--- config.mk ---
export PLATFORM = sky130hd
export DESIGN_NAME = flbrc_core
export DESIGN_NICKNAME = d
export VERILOG_FILES = /design/src/flbrc_pkg.sv /design/src/flbrc_out_stage.sv /design/src/flbrc_core.sv
export VERILOG_INCLUDE_DIRS = /design/src
export SDC_FILE = /design/constraint.sdc
export NUM_CORES = 1
export LEC_CHECK = 0
export BUFFER_PORTS_ARGS = -buffer_cell sky130_fd_sc_hd__buf_2
export CORE_ASPECT_RATIO = 0.75
export CORE_MARGIN = 8
export CORE_UTILIZATION = 55
export DETAILED_ROUTE_END_ITERATION = 16
export GPL_TIMING_DRIVEN = 0
export MAX_ROUTING_LAYER = met4
export PLACE_DENSITY = 0.82
export SLEW_MARGIN = 25
export SYNTH_ARGS = -nofsm -noshare
export SYNTH_HDL_FRONTEND = slang
export SYNTH_SLANG_ARGS = --single-unit
--- constraint.sdc ---
create_clock -name core_clk -period 4.05 [get_ports core_clk]
set_input_delay 0.6075 -clock core_clk [delete_from_list [all_inputs] [get_ports core_clk]]
set_output_delay 0.6075 -clock core_clk [all_outputs]
set_load 0.03 [all_outputs]
--- src/flbrc_defs.svh ---
// Constants for the linear burst read controller: field positions,
// reset value of the configuration word and the burst length codes.
// Assumes inclusion by bare name from every design file that needs it.
`ifndef FLBRC_DEFS_SVH
`define FLBRC_DEFS_SVH

// ============================================================
// Configuration word layout
`define FLBRC_CFG_W 16
`define FLBRC_RM_BIT 15
`define FLBRC_RSV_BIT 14
`define FLBRC_LAT_HI 13
`define FLBRC_LAT_LO 10
`define FLBRC_HOLD_BIT 9
`define FLBRC_WC_BIT 8
`define FLBRC_BS_BIT 7
`define FLBRC_CC_BIT 6
`define FLBRC_BL_HI 2
`define FLBRC_BL_LO 0

// ============================================================
// Reset value and decode constants
`define FLBRC_CFG_RST 16'h9CC4
`define FLBRC_LAT_BASE 4'h2
`define FLBRC_BL_MIN 3'h1
`define FLBRC_BL_MAX 3'h4

// ============================================================
// Pin bus geometry
`define FLBRC_ADDR_W 20
`define FLBRC_DQ_W 32
`define FLBRC_BANK_BIT 19

`endif

--- src/flbrc_pkg.sv ---
// Types shared by the burst read controller files.
// Assumes nothing beyond a SystemVerilog compiler.
package flbrc_pkg;

    // ============================================================
    // Burst sequencer states, one-hot
    typedef enum logic [2:0] {
        FLBRC_IDLE = 3'b001,
        FLBRC_LAT = 3'b010,
        FLBRC_DATA = 3'b100
    } flbrc_state_type;

endpackage : flbrc_pkg

--- src/flbrc_out_stage.sv ---
// Output stage for the data bus and the end-of-burst indicator.
// Assumes its inputs are registered on the rising edge of core_clk.
`timescale 1ns/10ps
`default_nettype none

module flbrc_out_stage (
    input wire logic core_clk,
    input wire logic nrst,
    input wire logic rise_sel,
    input wire logic [31:0] dq_d,
    input wire logic dq_en_d,
    input wire logic ind_n_d,
    input wire logic ind_en_d,
    output logic [31:0] dq_o,
    output logic dq_oe_o,
    output logic ind_n_o,
    output logic ind_oe_o
);

    // Half-cycle delayed copy for falling-edge delivery
    logic [31:0] dq_f_q;
    logic dq_en_f_q;
    logic ind_n_f_q;
    logic ind_en_f_q;

    // ============================================================
    // Falling-edge copy; latency in clocks is unchanged, only the
    // moment the word appears moves half a period later
    always_ff @(negedge core_clk or negedge nrst) begin
        if (!nrst) begin
            dq_f_q <= 32'h0000_0000;
            dq_en_f_q <= 1'b0;
            ind_n_f_q <= 1'b1;
            ind_en_f_q <= 1'b0;
        end else begin
            dq_f_q <= dq_d;
            dq_en_f_q <= dq_en_d;
            ind_n_f_q <= ind_n_d;
            ind_en_f_q <= ind_en_d;
        end
    end

    // ============================================================
    // Edge select comes from the config word; a config write mid-burst
    // switches the mux while words are on the bus
    always_comb begin
        dq_o = rise_sel ? dq_d : dq_f_q;
        dq_oe_o = rise_sel ? dq_en_d : dq_en_f_q;
        ind_n_o = rise_sel ? ind_n_d : ind_n_f_q;
        ind_oe_o = rise_sel ? ind_en_d : ind_en_f_q;
    end

endmodule : flbrc_out_stage

`default_nettype wire

--- src/flbrc_core.sv ---
// Linear burst read control as seen inside the flash device.
// Assumes host pins are synchronous to core_clk (the host burst clock)
// and that array_rdata answers array_addr_o in the same cycle.
`timescale 1ns/10ps
`default_nettype none

`include "flbrc_defs.svh"

// What this block does
// - Strobe low with chip enable starts burst
// - New strobe mid-burst drops old address
// - Reset stops burst and floats outputs
// - Reset restores default configuration word
// - Output enable high floats, sequencing continues
// - Indicator marks last address on bus
// - Indicator driven high until end pulse
// - Indicator low one clock, last or penultimate
// - Latency never affects asynchronous reads
// - Latency counted from start edge in clocks
// - Latency code plus two gives clocks
// - Falling edge keeps latency, data later
// - Each burst word held one clock
// - Config word reached only by commands
// - Config write ignored while engine busy
// - Config on low lanes, upper read zero
// - Config read latches bank for reads
// - Bit fifteen selects synchronous or asynchronous
// - Config word field layout
// - Clocking past last word wraps around
// - Burst length codes decode or disable
// - Chip enable high ends burst immediately
module flbrc_core (
    input wire logic core_clk,
    input wire logic nrst,
    input wire logic chip_en_n,
    input wire logic address_valid_strobe_n,
    input wire logic output_en_n,
    input wire logic wide_bus_sel,
    input wire logic [19:0] addr,
    input wire logic [31:0] array_rdata,
    input wire logic cmd_cfg_write,
    input wire logic cmd_cfg_read,
    input wire logic cmd_exit,
    input wire logic cmd_bank,
    input wire logic [31:0] cmd_wdata,
    input wire logic algo_busy,
    output logic [19:0] array_addr_o,
    output logic [31:0] dq_o,
    output logic dq_oe_o,
    output logic end_of_burst_indicator_n,
    output logic ind_oe_o,
    output logic [15:0] cfg_word_o
);
    import flbrc_pkg::*;

    // ============================================================
    // Declarations
    logic [15:0] cfg_q; // Configuration word
    logic cfg_rd_q; // Config read mode active
    logic cfg_bank_q; // Bank latched with config read
    flbrc_state_type state_q; // Burst sequencer state
    logic [3:0] lat_q; // Remaining latency clocks
    logic [4:0] beat_q; // Index of word now on the bus
    logic [4:0] mask_q; // Burst wrap mask, latched at start
    logic [19:0] addr_q; // Next array address
    logic [31:0] dq_q; // Data toward the output stage
    logic dq_en_q; // Data bus drive enable
    logic ind_n_q; // Indicator level
    logic ind_en_q; // Indicator drive enable
    logic burst_en; // Synchronous burst reads configured
    logic start; // Burst start this edge
    logic load; // A burst word is loaded this edge
    logic cfg_hit; // Current address hits the config bank
    logic [2:0] bl; // Burst length code
    logic [4:0] mask_d; // Wrap mask from length and bus width
    logic [4:0] beat_d; // Index of the word being loaded
    logic [4:0] ind_idx; // Beat at which the indicator fires
    logic [3:0] lat_n; // Latency in clocks
    logic [19:0] addr_nx; // Next word address inside the burst window
    // Every register above is written by exactly one process below; the
    // pins only ever see flop outputs, apart from the edge mux

    // ============================================================
    // Decode of configuration fields
    always_comb begin
        bl = cfg_q[`FLBRC_BL_HI:`FLBRC_BL_LO];
        // Codes 000, 101 to 111 leave asynchronous reads only
        burst_en = !cfg_q[`FLBRC_RM_BIT] && (bl >= `FLBRC_BL_MIN)
            && (bl <= `FLBRC_BL_MAX);
        // Codes with the top bit set are undefined; codes 14 and 15 wrap in four bits
        lat_n = cfg_q[`FLBRC_LAT_HI:`FLBRC_LAT_LO] + `FLBRC_LAT_BASE;
        // Beats: 8 bytes on x16 is 4 words, on x32 is 2 dwords
        case (bl)
            3'h1: mask_d = wide_bus_sel ? 5'h01 : 5'h03;
            3'h2: mask_d = wide_bus_sel ? 5'h03 : 5'h07;
            3'h3: mask_d = wide_bus_sel ? 5'h07 : 5'h0F;
            3'h4: mask_d = wide_bus_sel ? 5'h0F : 5'h1F;
            // A two-beat mask for undefined lengths is harmless: bursts are off
            default: mask_d = 5'h01;
        endcase
        cfg_hit = cfg_rd_q && (addr[`FLBRC_BANK_BIT] == cfg_bank_q);
        // Config reads stay single cycle even in burst mode
        start = !chip_en_n && !address_valid_strobe_n && burst_en && !cfg_hit;
        load = (state_q == FLBRC_DATA) || ((state_q == FLBRC_LAT) && (lat_q == 4'h1));
        beat_d = (state_q == FLBRC_LAT) ? 5'h00 : ((beat_q + 5'h01) & mask_q);
        // Penultimate beat when the timing bit is set
        ind_idx = mask_q - {4'h0, cfg_q[`FLBRC_WC_BIT]};
        // Low bits advance modulo burst size, high bits stay, so a host
        // that keeps clocking sees the burst again from its start word
        addr_nx = (addr_q & ~{15'h0000, mask_q}) |
            ({15'h0000, (addr_q[4:0] + 5'h01) & mask_q});
    end

    // ============================================================
    // Configuration word; only the command port reaches it
    // Reserved bits are stored as written; keeping them zero is for software
    always_ff @(posedge core_clk or negedge nrst) begin
        if (!nrst) begin
            cfg_q <= `FLBRC_CFG_RST;
        end else if (cmd_cfg_write && !algo_busy) begin
            // Upper lanes are ignored on writes
            cfg_q <= cmd_wdata[15:0];
        end
    end

    // ============================================================
    // Config read mode: bank latched with the command
    // Entry wins over exit when both commands land in one cycle
    always_ff @(posedge core_clk or negedge nrst) begin
        if (!nrst) begin
            cfg_rd_q <= 1'b0;
            cfg_bank_q <= 1'b0;
        end else if (cmd_cfg_read) begin
            cfg_rd_q <= 1'b1;
            cfg_bank_q <= cmd_bank;
        end else if (cmd_exit) begin
            cfg_rd_q <= 1'b0;
        end
    end

    // ============================================================
    // Burst sequencer; output enable plays no part here, so a burst
    // keeps running while the pins float
    // A strobe held low restarts on every edge, so no word is ever sent
    // until the host lets it go high again
    always_ff @(posedge core_clk or negedge nrst) begin
        if (!nrst) begin
            state_q <= FLBRC_IDLE;
            lat_q <= 4'h0;
            mask_q <= 5'h01;
        end else if (chip_en_n) begin
            state_q <= FLBRC_IDLE;
        end else if (start) begin
            // A repeated strobe restarts; old address is dropped
            state_q <= FLBRC_LAT;
            lat_q <= lat_n;
            mask_q <= mask_d;
        end else begin
            case (state_q)
                FLBRC_IDLE: state_q <= FLBRC_IDLE;
                FLBRC_LAT: begin
                    lat_q <= lat_q - 4'h1;
                    if (lat_q == 4'h1) begin
                        state_q <= FLBRC_DATA;
                    end
                end
                // Words run on with wrap until chip enable or a new strobe
                FLBRC_DATA: state_q <= FLBRC_DATA;
                default: state_q <= FLBRC_IDLE;
            endcase
        end
    end

    // ============================================================
    // Beat index and array address with wrap inside the burst
    always_ff @(posedge core_clk or negedge nrst) begin
        if (!nrst) begin
            beat_q <= 5'h00;
            addr_q <= 20'h0_0000;
        end else if (!chip_en_n && !address_valid_strobe_n) begin
            // Every strobe latches, so config reads work in burst mode too
            beat_q <= 5'h00;
            addr_q <= addr;
        end else if (load && !chip_en_n) begin
            beat_q <= beat_d;
            addr_q <= addr_nx;
        end
    end

    // ============================================================
    // Data and indicator toward the pins
    // Indicator enable follows output enable for the whole burst, latency
    // included, so the host sees it high before the end pulse
    always_ff @(posedge core_clk or negedge nrst) begin
        if (!nrst) begin
            dq_q <= 32'h0000_0000;
            dq_en_q <= 1'b0;
            ind_n_q <= 1'b1;
            ind_en_q <= 1'b0;
        end else if (chip_en_n) begin
            dq_en_q <= 1'b0;
            ind_en_q <= 1'b0;
            ind_n_q <= 1'b1;
        end else if (state_q != FLBRC_IDLE && !start) begin
            if (load) begin
                dq_q <= array_rdata;
            end
            // Drive only on word beats, never during latency
            dq_en_q <= load && !output_en_n;
            ind_en_q <= !output_en_n;
            ind_n_q <= !(load && (beat_d == ind_idx));
        end else begin
            // Asynchronous or config read; latency unused here
            dq_q <= (cfg_rd_q && (addr_q[`FLBRC_BANK_BIT] == cfg_bank_q)) ?
                {16'h0000, cfg_q} : array_rdata;
            dq_en_q <= !output_en_n && !start;
            ind_en_q <= 1'b0;
            ind_n_q <= 1'b1;
        end
    end

    // ============================================================
    // Registered array address and config word copy to ports
    always_ff @(posedge core_clk or negedge nrst) begin
        if (!nrst) begin
            array_addr_o <= 20'h0_0000;
            cfg_word_o <= `FLBRC_CFG_RST;
        end else begin
            // The array answers in the same cycle, so the address leads the
            // beat by one word; otherwise the first word would appear twice
            if (start) begin
                array_addr_o <= addr;
            end else if (load && !chip_en_n && address_valid_strobe_n) begin
                array_addr_o <= addr_nx;
            end else begin
                array_addr_o <= addr_q;
            end
            cfg_word_o <= cfg_q;
        end
    end

    // ============================================================
    // Output stage with delivery edge select
    // Falling delivery costs half a clock of output delay, not a clock count
    flbrc_out_stage u_out (
        .core_clk(core_clk),
        .nrst(nrst),
        .rise_sel(cfg_q[`FLBRC_CC_BIT]),
        .dq_d(dq_q),
        .dq_en_d(dq_en_q),
        .ind_n_d(ind_n_q),
        .ind_en_d(ind_en_q),
        .dq_o(dq_o),
        .dq_oe_o(dq_oe_o),
        .ind_n_o(end_of_burst_indicator_n),
        .ind_oe_o(ind_oe_o)
    );

    // ============================================================
    // Helper: clocks since the latest start
    // Saturates so it never wraps back into a plausible latency
    logic [4:0] since_q;
    always_ff @(posedge core_clk or negedge nrst) begin
        if (!nrst) begin
            since_q <= 5'h00;
        end else if (start) begin
            since_q <= 5'h01;
        end else if (since_q != 5'h1F) begin
            since_q <= since_q + 5'h01;
        end
    end
endmodule : flbrc_core

`default_nettype wire

# Word level (Yosys, flattened, before mapping)
# Index checks and enable logic that the tools add are counted.
# word_totals
output_inout_bits	71
elab_cells	107
inputBits	95
register_bits	161
# op_classes
order_cmp	2
addsub	5
n_eq_ne	13
muxes	33
bitwise_logic	6
n_reduce_logical	30
# op_table
operator	count
2-to-1 mux 32 bit	4
2-to-1 mux 20 bit	4
bitwise AND 20 bit	1
2-to-1 mux 5 bit	4
inverter 5 -> 20 bit	1
OR 20 x 5 -> 20 bit	1
case mux 5 bit (4 select lines)	1
logical AND 1 bit	15
2-to-1 mux 3 bit	4
2-to-1 mux 4 bit	3
2-to-1 mux 1 bit	11
adder 5 x 1 -> 5 bit (second input constant)	2
bitwise AND 5 bit	2
== test 3 x 2 -> 1 bit (second input constant)	3
logical NOT 1 bit	8
== test 3 bit (second input constant)	2
case mux 3 bit (2 select lines)	1
AND reduction 2 bit	3
nonzero test 2 bit	3
== test 5 bit	1
subtractor 5 x 1 -> 5 bit	1
adder 4 x 2 -> 4 bit (second input constant)	1
== test 4 x 1 -> 1 bit (second input constant)	1
!= test 4 x 3 -> 1 bit (second input constant)	1
10 further kinds	11

# Longest topological paths before layout
# logic_depth
word_depth	9
mapped_depth	9
ltp_nobuf	7

# Cells and area by module
# From an unflattened synthesis, not the netlist that was laid out.
# hier_totals
cells_unflattened	570
area_unflattened_um2	6821.5
# modules_own_cells
mod	cells_per_inst	seq_area_each_um2	instances	area_each_um2
flbrc_core	495	3148.0	1	5362.6
flbrc_out_stage	75	877.1	1	1458.9

==> flow_summary.yaml <==
cells_and_area:
  antenna_cells: 0
  nNetsFinal: 841
  nFillCells: 850
  area_growth_pct: 23.6
  drive_gt1_share_pct: 39.3
  layout_common_cells: "buf_2, dfrtp_1, nand2_1, mux2_2, a21oi_1"
  mostFrequentLayoutCell: "buf_2"
run_status:
  status: "completed"
setup_path:
  cp-end-kind: "output port"
  max_stage_delay_ns: 0.51
  worstPathMaxFanout: 1
  path_cells: "mux2_2 -> buf_2"
  timing.rr.end: "u_out.dq_f_q[27]"
  arrival_ns: 3.33
  endpoint: "end_of_burst_indicator_n"
  r2r_slack_ns: 1.42
  slowest_stage: "dfstp_2"
  worst_r2r_path_depth: 0
  required_ns: 3.44
  critPathKind: "reg2out"
  critPathLaunchType: "register"
  critPathLaunch: "u_out.ind_n_f_q"
  r2r_start: "dq_q[27]"
pwr:
  seqPwrFrac_pct: 43.2
  p_per_area_nw_per_um2: 591
  peakVddDrop_v: 0.000351
  swShare_pct: 33.4
  p_int_uw: 3240
  leakage_uw: 0.00389
  combPwrFrac_pct: 23.4
  p_total_uw: 4870
  p_switching_uw: 1630
  power_frac_clock_pct: 33.4
clock_tree:
  clock_latency_ns: 0.45
  path_clk_slew_ns: 0.07
  cts-root-buf: "clkbuf_16"
  post_cts_buffers: 0
  cts_tree: "done"
  cts_repair_resize_count: 0
  clock_sinks: 160
  ctsHoldBuffers: 0
  cts_max_path_buffers: 2
  cts_inserted_buffers: 17
  cts.htree.levels: 4
yosys:
  syn_inst: 574
  synth_ff_type: "dfrtp_1"
  yosysSeqAreaShare_pct: 60.4
  synth_seq_cells: 160
  ys_types: 58
  syn_area_um2: 6670
  ys_warn_count: 0
  synthArstFlopShare_pct: 100
  synth-edff-count: 0
  syn_avg_cell_area_um2: 11.6
  syn_nets: 674
sta:
  hold_slack_ns: 0.119
  worst_slew_pin_slew_ns: 0.772
  finalSetupViolCount: 0
  rsz0062_at_grt: "false"
  hold_viol_final: 0
  relSlewSlack_pct: 48.4
  report.final.slew_viol_count: 0
  setup_slack_ns: 0.109
  finClkSkew_ns: 0.0295
floorplan:
  initial_core_util_pct: 57.0
  ios: 166
  die_y_um: 111
  die_area_um2: 15900
  core_area_um2: 11700
  chipWidth_um: 143
  rows: 34
grt:
  grt_pass1_wl_um: 27200
  grt_start_max_net_pins: 94
  grt_overflow: 0
  antenna_found_initial: 0
  grtUsageTotal_pct: 22.5
  grt_pass1_vias: 5354
flow_run:
  drv_cap: 0
placement:
  gp_congestion: 0.854
  post-place-ws_ns: 0.576
  hpwl_um: 12200
  io_buffers: 147
routing:
  wl_per_cell_um: 18.9
  via_per_inst: 5.61
  dr.pass1.iters: 5
  drc: 0
  dr.first_iter.drc_count: 406
  ant_nets: 0
  drt-total-wl_um: 17300
  vias: 5137
min_path:
  holdCritPathClass: "in2async"
metrics by stage:
step	instances	area (um2)	util, %	setup TNS, ns
6_report	916	8240	70.4	0
5_1_grt	916	8240	70.4	0
4_1_cts	916	8240	70.4	0
3_3_place_gp	883	7600	65.0	-60.02
2_1_floorplan	574	6670	-	0
3_5_place_dp	884	7640	65.3	0
worst max-delay path, delay by kind of cell (launching register included):
| family | cells | cell delay, ns |
|---|---|---|
| buffers and inverters | 1 | 0.20 |
| DFF | 1 | 0.51 |
| muxes | 1 | 0.15 |
cells by family (layout without fill, tap and decap cells):
logic type | after synthesis | in the layout | share of synthesized area [%]
adder cells (fa/ha/maj) | 5 | 5 | 0.938
flip-flops | 160 | 160 | 60.4
buffers and inverters | 43 | 223 | 3.17
XOR/XNOR | 7 | 7 | 0.920
AO/OA/AOI/OAI | 105 | 105 | 10.6
multiplexers | 69 | 69 | 11.6
AND/OR/NAND/NOR | 185 | 185 | 12.4
how the worst min path moves through the flow:
stage / start / endpoint / slack (ns) / cells after the start
2_1_floorplan: nrst / addr_q[0] / 0.31 / 0
3_3_place_gp: cfg_q[6] / cfg_word_o[6] / 0.36 / 0
3_5_place_dp: cfg_q[6] / cfg_word_o[6] / 0.36 / 0
4_1_cts: nrst / array_addr_o[17] / 0.13 / 1
5_1_grt: nrst / array_addr_o[17] / 0.15 / 1
6_report: nrst / array_addr_o[17] / 0.12 / 1
final cells by class:
class / count / area (um2) / share of cell area [%]
clock inverters: 15 / 171 / 2.08
multi-input cells: 371 / 2430 / 29.5
well taps: 162 / 203 / 2.46
inverters: 8 / 30.0 / 0.364
clock buffers: 18 / 429 / 5.21
plain buffers: 34 / 178 / 2.16
repair buffers: 148 / 773 / 9.38
flip-flops and latches: 160 / 4030 / 48.9
routing by layer:
layer,up-vias,global-route usage [%],routed length [um]
li1,2338,-,-
met1,2526,27.9,7210
met2,231,34.0,8310
met3,42,5.98,1390
met4,0,10.0,408
met5,-,-,0
registers in the layout (all words and copies together) (netlist names):
register and cells:
dq_q 32, u_out.dq_f_q 32, lat_q 4, u_out.ind_en_f_q 1, addr_q 20, array_addr_o 20
ind_en_q 1, cfg_word_o 16, state_q 3, mask_q 4, u_out.dq_en_f_q 1, cfg_rd_q 1
cfg_q 16, u_out.ind_n_f_q 1, beat_q 5, ind_n_q 1, dq_en_q 1, cfg_bank_q 1
synthesized netlist by cell type (2+ instances only):
| cell | count | area [um2] |
|---|---|---|
| a22oi_1 | 8 | 60.1 |
| dfrtp_1 | 109 | 2730 |
| inv_1 | 9 | 33.8 |
| o311ai_1 | 2 | 17.5 |
| buf_4 | 2 | 15.0 |
| o22a_1 | 2 | 17.5 |
| a32oi_1 | 3 | 26.3 |
| mux2_2 | 68 | 766 |
| nor3_1 | 6 | 30.0 |
| buf_6 | 3 | 33.8 |
| buf_2 | 16 | 80.1 |
| a21oi_1 | 41 | 205 |
| nor4_1 | 2 | 12.5 |
| a21o_1 | 2 | 15.0 |
| or4_1 | 3 | 22.5 |
| o211ai_1 | 3 | 22.5 |
| nand3_1 | 24 | 120 |
| or2_2 | 2 | 12.5 |
| nand2_1 | 105 | 394 |
| dfrtn_1 | 34 | 851 |
| dfstp_2 | 17 | 447 |
| nand4_1 | 2 | 12.5 |
| nor2_1 | 27 | 101 |
| a32o_1 | 2 | 20.0 |
| o21bai_1 | 3 | 22.5 |
| nand2b_1 | 5 | 31.3 |
| o21a_1 | 2 | 15.0 |
| xor2_1 | 3 | 26.3 |
| nor3b_1 | 2 | 15.0 |
| xnor2_1 | 4 | 35.0 |
| ha_1 | 5 | 62.6 |
| o31ai_1 | 4 | 30.0 |
| o21ai_0 | 18 | 90.1 |
| clkbuf_1 | 12 | 45.0 |
power groups by stage:
stage                     combinational (uW)  clock, uW  sequential [uW]
after floorplan                          664       3.09             2180
after global placement                  1090       3.09             2100
after detailed placement                1130       3.09             2120
after CTS                               1150       1640             2100
after global routing                    1230       1710             2130
final                                   1140       1630             2100
(Power assumes the default switching activity.)
